==> src/rtl/uic_pkg.sv <==
// constants, encodings and state types for the isolator port configuration block
// assumes one 40 MHz clock; data pins arrive synchronous to it, straps and supplies are synchronised
package uic_pkg;

  // ****************************************
  // clock and link timing
  // ****************************************
  localparam int CLK_HZ = 40_000_000;
  localparam int FS_BPS = 12_000_000;
  localparam int LS_BPS = 1_500_000;
  localparam int LOSS_BIT_TIMES = 32;
  // longest reaction to a supply loss, rounded down
  localparam int LOSS_FS_CYC = (LOSS_BIT_TIMES * CLK_HZ) / FS_BPS;
  localparam int LOSS_LS_CYC = (LOSS_BIT_TIMES * CLK_HZ) / LS_BPS;
  localparam int SYNC_STAGES = 2;
  localparam int SETTLE_CYC = 2;
  localparam int SETTLE_W = 2;

  // ****************************************
  // register port
  // ****************************************
  localparam int ADDR_W = 4;
  localparam int DATA_W = 32;
  localparam logic [ADDR_W-1:0] REG_CTRL = 4'h0;
  localparam logic [ADDR_W-1:0] REG_STATUS = 4'h4;
  localparam int CTRL_SOFT_ATTACH = 0;
  localparam logic CTRL_SOFT_ATTACH_RST = 1'h1;
  localparam int ST_PULLDOWN_KEEP = 0;
  localparam int ST_UP_FULL = 1;
  localparam int ST_DN_FULL = 2;
  localparam int ST_SPEED_MISMATCH = 3;
  localparam int ST_CABLE_POWER = 4;
  localparam int ST_PERIPH_POWER = 5;
  localparam int ST_ATTACHED = 6;
  localparam int ST_STARTED = 7;
  localparam logic PULLDOWN_RST = 1'h1;

  // ****************************************
  // line states
  // ****************************************
  localparam logic [1:0] LINE_SE0 = 2'h0;
  localparam logic [1:0] LINE_J = 2'h1;
  localparam logic [1:0] LINE_K = 2'h2;
  localparam logic [1:0] LINE_SE1 = 2'h3;

  typedef enum logic [1:0] {
    START_SETTLE,
    START_RUN
  } uic_start_t;

endpackage

==> src/rtl/uic_line_codec.sv <==
// line state coder for one side: full speed or low speed convention
// assumes pin levels are already synchronous
`timescale 1ns/1ps
module uic_line_codec import uic_pkg::*; (
  // convention
  input wire logic fullSpeed,
  // transmit
  input wire logic [1:0] txState,
  output logic txPos,
  output logic txNeg,
  // receive
  input wire logic rxPos,
  input wire logic rxNeg,
  output logic [1:0] rxState
);

  // ****************************************
  // encode and decode
  // ****************************************
  always_comb begin
    // invalid se1 is never driven; sent as se0
    case (txState)
      LINE_J: begin
        txPos = fullSpeed;
        txNeg = !fullSpeed;
      end
      LINE_K: begin
        txPos = !fullSpeed;
        txNeg = fullSpeed;
      end
      default: begin
        txPos = 1'b0;
        txNeg = 1'b0;
      end
    endcase
    case ({rxPos, rxNeg})
      2'b00: rxState = LINE_SE0;
      2'b11: rxState = LINE_SE1;
      2'b10: rxState = fullSpeed ? LINE_J : LINE_K;
      default: rxState = fullSpeed ? LINE_K : LINE_J;
    endcase
  end

endmodule

==> src/rtl/uic_port_config.sv <==
// isolator port configuration and attach control, both sides
// assumes one clock, synchronous active-low reset, straps tied or slow
//
// What this block does
// - pull-down strap is read only when leaving reset, then ignored.
// - strap low at reset exit removes downstream pull-downs; high keeps them.
// - upstream speed select high gives full speed convention, low gives low speed.
// - downstream speed select high gives full speed convention, low gives low speed.
// - upstream pull-up powered only while attach enable is asserted.
// - attach off with both powered puts all data lines in high impedance.
// - downstream power loss drops pull-up and upstream drivers within 32 bit times.
// - upstream power loss floats downstream drivers within 32 bit times; start floating.
//
// Decided for this implementation: the register offsets and the address-and-strobe port.
`timescale 1ns/1ps
module uic_port_config import uic_pkg::*; (
  // clock and reset
  input wire logic clock,
  input wire logic nrst,
  // straps and enables
  input wire logic pulldownKeepStrap,
  input wire logic upstreamSpeedSelect,
  input wire logic downstreamSpeedSelect,
  input wire logic attachEnable,
  // supply health
  input wire logic cableSideSupply,
  input wire logic peripheralSideSupply,
  // cable side drive requests and received state
  input wire logic cableDriveReq,
  input wire logic [1:0] cableDriveState,
  output logic [1:0] cableRxState,
  // cable side pins
  input wire logic cableSideDataPosIn,
  input wire logic cableSideDataNegIn,
  output logic cableSideDataPosOut,
  output logic cableSideDataNegOut,
  output logic cableSideDataOe,
  output logic cableFullSpeed,
  output logic cablePullup,
  // peripheral side drive requests and received state
  input wire logic periphDriveReq,
  input wire logic [1:0] periphDriveState,
  output logic [1:0] periphRxState,
  // peripheral side pins
  input wire logic peripheralSideDataPosIn,
  input wire logic peripheralSideDataNegIn,
  output logic peripheralSideDataPosOut,
  output logic peripheralSideDataNegOut,
  output logic peripheralSideDataOe,
  output logic periphFullSpeed,
  output logic periphPulldown,
  // register port
  input wire logic [ADDR_W-1:0] regAddr,
  input wire logic [DATA_W-1:0] regWrData,
  input wire logic regWr,
  input wire logic regRd,
  output logic [DATA_W-1:0] regRdData
);

  if (LOSS_FS_CYC < SYNC_STAGES + 1) begin : g_bad_timing
    $error("supply loss reaction cannot fit in 32 bit times");
  end

  // ****************************************
  // synchronisers
  // ****************************************
  logic [5:0] syncIn;
  logic [5:0] syncOut;
  logic strapSync;
  logic upFullSync;
  logic dnFullSync;
  logic attachSync;
  logic cablePowerSync;
  logic periphPowerSync;

  assign syncIn = {peripheralSideSupply, cableSideSupply, attachEnable,
                   downstreamSpeedSelect, upstreamSpeedSelect, pulldownKeepStrap};

  uic_sync #(
    .WIDTH(6),
    .STAGES(SYNC_STAGES)
  ) u_sync (
    .clock(clock),
    .nrst(nrst),
    .din(syncIn),
    .dout(syncOut)
  );

  assign strapSync = syncOut[0];
  assign upFullSync = syncOut[1];
  assign dnFullSync = syncOut[2];
  assign attachSync = syncOut[3];
  assign cablePowerSync = syncOut[4];
  assign periphPowerSync = syncOut[5];

  // speed conventions follow the synchronised selects
  assign cableFullSpeed = upFullSync;
  assign periphFullSpeed = dnFullSync;

  // ****************************************
  // start-up and strap capture
  // ****************************************
  uic_start_t startState;
  uic_start_t next_startState;
  logic [SETTLE_W-1:0] settleCnt;
  logic [SETTLE_W-1:0] next_settleCnt;
  logic next_periphPulldown;
  logic strapTake;

  always_comb begin
    next_startState = startState;
    next_settleCnt = settleCnt;
    next_periphPulldown = periphPulldown;
    strapTake = 1'b0;
    case (startState)
      START_SETTLE: begin
        if (settleCnt == SETTLE_W'(SETTLE_CYC)) begin
          strapTake = 1'b1;
          next_periphPulldown = strapSync;
          next_startState = START_RUN;
        end else begin
          next_settleCnt = settleCnt + SETTLE_W'(1);
        end
      end
      START_RUN: begin
        next_startState = START_RUN;
      end
      default: begin
        next_startState = START_SETTLE;
      end
    endcase
  end

  always_ff @(posedge clock) begin
    if (!nrst) begin
      startState <= START_SETTLE;
      settleCnt <= '0;
      periphPulldown <= PULLDOWN_RST;
    end else begin
      startState <= next_startState;
      settleCnt <= next_settleCnt;
      periphPulldown <= next_periphPulldown;
    end
  end

  // ****************************************
  // line coding
  // ****************************************
  logic cableTxPos;
  logic cableTxNeg;
  logic periphTxPos;
  logic periphTxNeg;
  logic [1:0] cableRxNow;
  logic [1:0] periphRxNow;

  uic_line_codec u_cable_codec (
    .fullSpeed(upFullSync),
    .txState(cableDriveState),
    .txPos(cableTxPos),
    .txNeg(cableTxNeg),
    .rxPos(cableSideDataPosIn),
    .rxNeg(cableSideDataNegIn),
    .rxState(cableRxNow)
  );

  uic_line_codec u_periph_codec (
    .fullSpeed(dnFullSync),
    .txState(periphDriveState),
    .txPos(periphTxPos),
    .txNeg(periphTxNeg),
    .rxPos(peripheralSideDataPosIn),
    .rxNeg(peripheralSideDataNegIn),
    .rxState(periphRxNow)
  );

  // ****************************************
  // attach, pull-up and driver control
  // ****************************************
  logic softAttach;
  logic attachOk;
  logic linkUp;
  logic started;
  logic next_cablePullup;
  logic next_cableOe;
  logic next_periphOe;
  logic next_cablePos;
  logic next_cableNeg;
  logic next_periphPos;
  logic next_periphNeg;
  logic [1:0] next_cableRx;
  logic [1:0] next_periphRx;

  assign started = (startState == START_RUN);
  assign attachOk = attachSync && softAttach;
  assign linkUp = attachOk && cablePowerSync && periphPowerSync;

  always_comb begin
    // pull-up powered only while attached and the far side lives
    next_cablePullup = linkUp;
    // drivers float when detached or either side unpowered
    next_cableOe = cableDriveReq && linkUp && started;
    next_periphOe = periphDriveReq && linkUp && started;
    next_cablePos = cableTxPos;
    next_cableNeg = cableTxNeg;
    next_periphPos = periphTxPos;
    next_periphNeg = periphTxNeg;
    next_cableRx = cableRxNow;
    next_periphRx = periphRxNow;
  end

  always_ff @(posedge clock) begin
    if (!nrst) begin
      cablePullup <= 1'b0;
      cableSideDataOe <= 1'b0;
      peripheralSideDataOe <= 1'b0;
      cableSideDataPosOut <= 1'b0;
      cableSideDataNegOut <= 1'b0;
      peripheralSideDataPosOut <= 1'b0;
      peripheralSideDataNegOut <= 1'b0;
      cableRxState <= LINE_SE0;
      periphRxState <= LINE_SE0;
    end else begin
      cablePullup <= next_cablePullup;
      cableSideDataOe <= next_cableOe;
      peripheralSideDataOe <= next_periphOe;
      cableSideDataPosOut <= next_cablePos;
      cableSideDataNegOut <= next_cableNeg;
      peripheralSideDataPosOut <= next_periphPos;
      peripheralSideDataNegOut <= next_periphNeg;
      cableRxState <= next_cableRx;
      periphRxState <= next_periphRx;
    end
  end

  // ****************************************
  // register port
  // ****************************************
  logic next_softAttach;
  logic [DATA_W-1:0] next_regRdData;
  logic [DATA_W-1:0] statusWord;

  always_comb begin
    statusWord = '0;
    statusWord[ST_PULLDOWN_KEEP] = periphPulldown;
    statusWord[ST_UP_FULL] = upFullSync;
    statusWord[ST_DN_FULL] = dnFullSync;
    statusWord[ST_SPEED_MISMATCH] = upFullSync ^ dnFullSync;
    statusWord[ST_CABLE_POWER] = cablePowerSync;
    statusWord[ST_PERIPH_POWER] = periphPowerSync;
    statusWord[ST_ATTACHED] = cablePullup;
    statusWord[ST_STARTED] = started;
    next_softAttach = softAttach;
    if (regWr && regAddr == REG_CTRL) begin
      next_softAttach = regWrData[CTRL_SOFT_ATTACH];
    end
    next_regRdData = '0;
    if (regRd) begin
      case (regAddr)
        REG_CTRL: next_regRdData[CTRL_SOFT_ATTACH] = softAttach;
        REG_STATUS: next_regRdData = statusWord;
        default: next_regRdData = '0;
      endcase
    end
  end

  always_ff @(posedge clock) begin
    if (!nrst) begin
      softAttach <= CTRL_SOFT_ATTACH_RST;
      regRdData <= '0;
    end else begin
      softAttach <= next_softAttach;
      regRdData <= next_regRdData;
    end
  end
endmodule

==> src/rtl/uic_sync.sv <==
// multi-bit level synchroniser, one chain per bit
// assumes levels only; no event crosses through it
`timescale 1ns/1ps
module uic_sync import uic_pkg::*; #(
  parameter int WIDTH = 1,
  parameter int STAGES = SYNC_STAGES
) (
  // clock and reset
  input wire logic clock,
  input wire logic nrst,
  // levels
  input wire logic [WIDTH-1:0] din,
  output logic [WIDTH-1:0] dout
);

  if (STAGES < 2) begin : g_bad_stages
    $error("uic_sync needs at least two stages");
  end

  // ****************************************
  // one chain per bit
  // ****************************************
  for (genvar i = 0; i < WIDTH; i++) begin : g_bit
    logic [STAGES-1:0] chain;
    logic [STAGES-1:0] next_chain;
    always_comb begin
      next_chain = {chain[STAGES-2:0], din[i]};
    end
    always_ff @(posedge clock) begin
      if (!nrst) begin
        chain <= '0;
      end else begin
        chain <= next_chain;
      end
    end
    assign dout[i] = chain[STAGES-1];
  end

endmodule

==> config.mk <==
export PLATFORM = sky130hd
export DESIGN_NAME = uic_port_config
export DESIGN_NICKNAME = d
export VERILOG_FILES = /design/src/rtl/uic_pkg.sv /design/src/rtl/uic_line_codec.sv /design/src/rtl/uic_port_config.sv /design/src/rtl/uic_sync.sv
export SDC_FILE = /design/constraint.sdc
export NUM_CORES = 1
export LEC_CHECK = 0
export BUFFER_PORTS_ARGS = -buffer_cell sky130_fd_sc_hd__buf_4
export CAP_MARGIN = 5
export CORE_MARGIN = 5
export CORE_UTILIZATION = 42
export CTS_CLUSTER_SIZE = 40
export DETAILED_ROUTE_END_ITERATION = 10
export GPL_TIMING_DRIVEN = 0
export PLACE_DENSITY = 0.88
export SYNTH_ARGS = -nofsm -noshare
export SYNTH_HDL_FRONTEND = slang
export SYNTH_SLANG_ARGS = --single-unit
export TNS_END_PERCENT = 20
==> constraint.sdc <==
create_clock -name clock -period 2.2 [get_ports clock]
set_clock_uncertainty 0.05 [all_clocks]
set_input_delay 0.44 -clock clock [delete_from_list [all_inputs] [get_ports clock]]
set_output_delay 0.44 -clock clock [all_outputs]
set_load 0.01 [all_outputs]
==> results.txt <==
status: complete, no violations
RSZ-0062 raised after global routing: no
syn avg cell area: 10.51 um^2
R2R setup slack: 0.97 ns
crit-path max FO: 2
compound-gate portion of the synthesized area: 0.03818
Routed Antenna Nets: 0
routability congestion estimate: 0.6514
r2r worst-path depth: 5
TritonCTS Buffers: 5
via count: 1025
Post-Synth Simple-Gate Area: 0.2109
H-tree levels: 2
hold_buf cts: 0
crit start category: flip-flop
worst path cell trace: buf_4
Final Critical Period: 1.346 ns
# placed instances: 244
crit end category: output port
Clock transition at path regs: 0.11 ns
maxcap violations: 0
Post-Route WL: 2470 um
most common cell after layout, fill and taps aside: buf_4
DR iter-0 viols: 45
post-synthesis xor/xnor area fraction: 0.01273
Nets: 264
routed len/inst: 9.802 um
Tcrit/Tclk final: 0.6119
setup tns final: 0 ns
CP peak stage delay: 0.39 ns
Crit path required time: 1.71 ns
antenna cells: 0
DRT Pass-1 Iters: 4
register area share after synthesis: 0.5236
reg2reg start: settleCnt[0]$_SDFFE_PN0P_
root buffer cell: clkbuf_4
post_cts resized: 0
Mapped Area: 1376 um^2
largest net degree at the start of global routing: 13
post-CTS setup buffers: 0
initial antenna violation count: 0
RR Endpoint: settleCnt[1]$_SDFFE_PN0P_
dpl hpwl: 2038 um
flops & latches, synth: 36
vias in the first global route: 989
Max stage delay cell, worst path: dfxtp_1
Core Footprint: 3103 um^2
# setup viols final: 0
main combinational cell family by area after synthesis: simple AND/OR/NAND/NOR gates
distinct cell type count after synthesis: 26
hold path endpoint: u_sync.g_bit[3].chain[0]$_SDFF_PN0_
crit-path leading delay family: flip-flops
Total GRT Usage: 0.1187
WHS Path Cells: 2
FMAX: 742.8 MHz
CTS tree: yes
Main synth FF type: dfxtp_1
latest clock arrival within the worst-skew pair: 0.33 ns
Synth warnings: 0
Die Y: 67.25 um
worst vdd ir: 0.4350 mV
std cell rows: 20
Post-synth EDFFs: 0
leak pwr: 0.9684 nW
pwr dens: 673.6 nW/um^2
# DRC: 0
gr ovfl total: 0
hold_sp: attachEnable
IO buf count: 46
CP Data Arrival Time: 0.86 ns
ys async rst share: 0
Final Hold Vio Count: 0
I/O pin count: 102
first-pass GRT wire length: 3960 um
die width: 67.25 um
initial core utilization: 0.4435
Synth Area in Adders: 0.009091
Area growth, synth to finish: 39.45%
Finished Layout Cells: 252
Hold Crit Class: in -> reg
share of post-route cells with drive strength above 1: 0.4087
most frequent cells in the layout: buf_4 (70), dfxtp_1 (36), conb_1 (24)
synthesized instance count: 131
CTS max path bufs: 2
CTS Sinks: 36
Setup CP Type: reg -> out
CP bufs+invs: 1
mux cell area share after synthesis: 0.04364
DR vias/cell: 4.067
Max Transition Viols Final: 0
die area: 4522 um^2
per-layer routing:
| layer | up-vias | part of all wire | GRT usage |
|---|---|---|---|
| met5 | - | 0 | 0 |
| met4 | 0 | 0.013 | 0.06076 |
| met3 | 5 | 0.11 | 0.05158 |
| met2 | 49 | 0.51 | 0.2135 |
| met1 | 446 | 0.36 | 0.1140 |
| li1 | 525 | - | - |
metrics by stage:
| stage | power (mW) | hold WS, ns | setup WS, ns | cell area [um^2] | util |
|---|---|---|---|---|---|
| final | 1.293 | 0.2528 | 0.8537 | 1919 | 0.6185 |
| after global routing | 1.381 | 0.2192 | 0.8015 | 1919 | 0.6185 |
| after CTS | 1.314 | 0.2352 | 0.8235 | 1919 | 0.6185 |
| after detailed placement | 0.9734 | 0.3718 | 0.8248 | 1863 | 0.6004 |
| after global placement | 0.9668 | 0.3660 | 0.8545 | 1863 | 0.6004 |
| after floorplan | 0.8906 | 0.3618 | 1.013 | 1463 | - |
worst max-delay path by stage:
stage,to,start,cells past startpoint
3_5_place_dp,softAttach$_SDFFE_PN1P_,regAddr[1],4
5_1_grt,cableFullSpeed,u_sync.g_bit[1].chain[1]$_SDFF_PN0_,1
2_1_floorplan,softAttach$_SDFFE_PN1P_,regAddr[1],3
3_3_place_gp,softAttach$_SDFFE_PN1P_,regAddr[1],4
6_report,cableFullSpeed,u_sync.g_bit[1].chain[1]$_SDFF_PN0_,1
4_1_cts,cableFullSpeed,u_sync.g_bit[1].chain[1]$_SDFF_PN0_,1
power breakdown:
part | internal, mW | switching [mW] | total (mW)
clock network | 0.123 | 0.213 | 0.336
registers | 0.697 | 0.0233 | 0.720
logic | 0.132 | 0.105 | 0.237
total | 0.951 | 0.342 | 1.29
cell type report:
type	instances	area, um^2
clock inverter	3	18.77
tap	44	55.05
buffer	28	211.5
inverter	2	7.507
timing repair buffer	46	345.3
clock buffer	5	37.54
multi-input combinational	88	523.0
sequential	36	720.7
fill	304	1184
synth_stat cells, drive strengths merged, types with 2 or more instances:
| library cell | number | area share |
|---|---|---|
| nor2 | 11 | 0.030 |
| mux2i | 6 | 0.044 |
| and2 | 19 | 0.086 |
| nand3 | 2 | 0.0073 |
| and3 | 2 | 0.0091 |
| nand2 | 3 | 0.0082 |
| buf | 27 | 0.15 |
| dfxtp | 36 | 0.52 |
| nor2b | 2 | 0.0091 |
| nand3b | 4 | 0.022 |
| inv | 2 | 0.0055 |
| or3b | 3 | 0.019 |
| a21oi | 4 | 0.020 |
state kept, by name, indices dropped and copies added, names as in the netlist:
| register | flops |
|---|---|
| regRdData | 8 |
| cablePullup | 1 |
| cableSideDataPosOut | 1 |
| cableRxState | 2 |
| peripheralSideDataNegOut | 1 |
| periphPulldown | 1 |
| softAttach | 1 |
| cableSideDataOe | 1 |
| periphRxState | 2 |
| peripheralSideDataPosOut | 1 |
| settleCnt | 2 |
| peripheralSideDataOe | 1 |
| u_sync.g_bit.chain | 12 |
| cableSideDataNegOut | 1 |
| startState | 1 |
cell families (layout without fill, tap and decap cells):
kind of cell,after synthesis,in the layout
muxes,6,6
buffers and inverters,30,84
and+or+nand+nor,48,48
AOI/OAI and AO/OA,7,7
adders and majority gates,1,1
other,1,24
xor gates and xnor gates,2,2
DFF,36,36
Power figures use the tool's default switching activity.
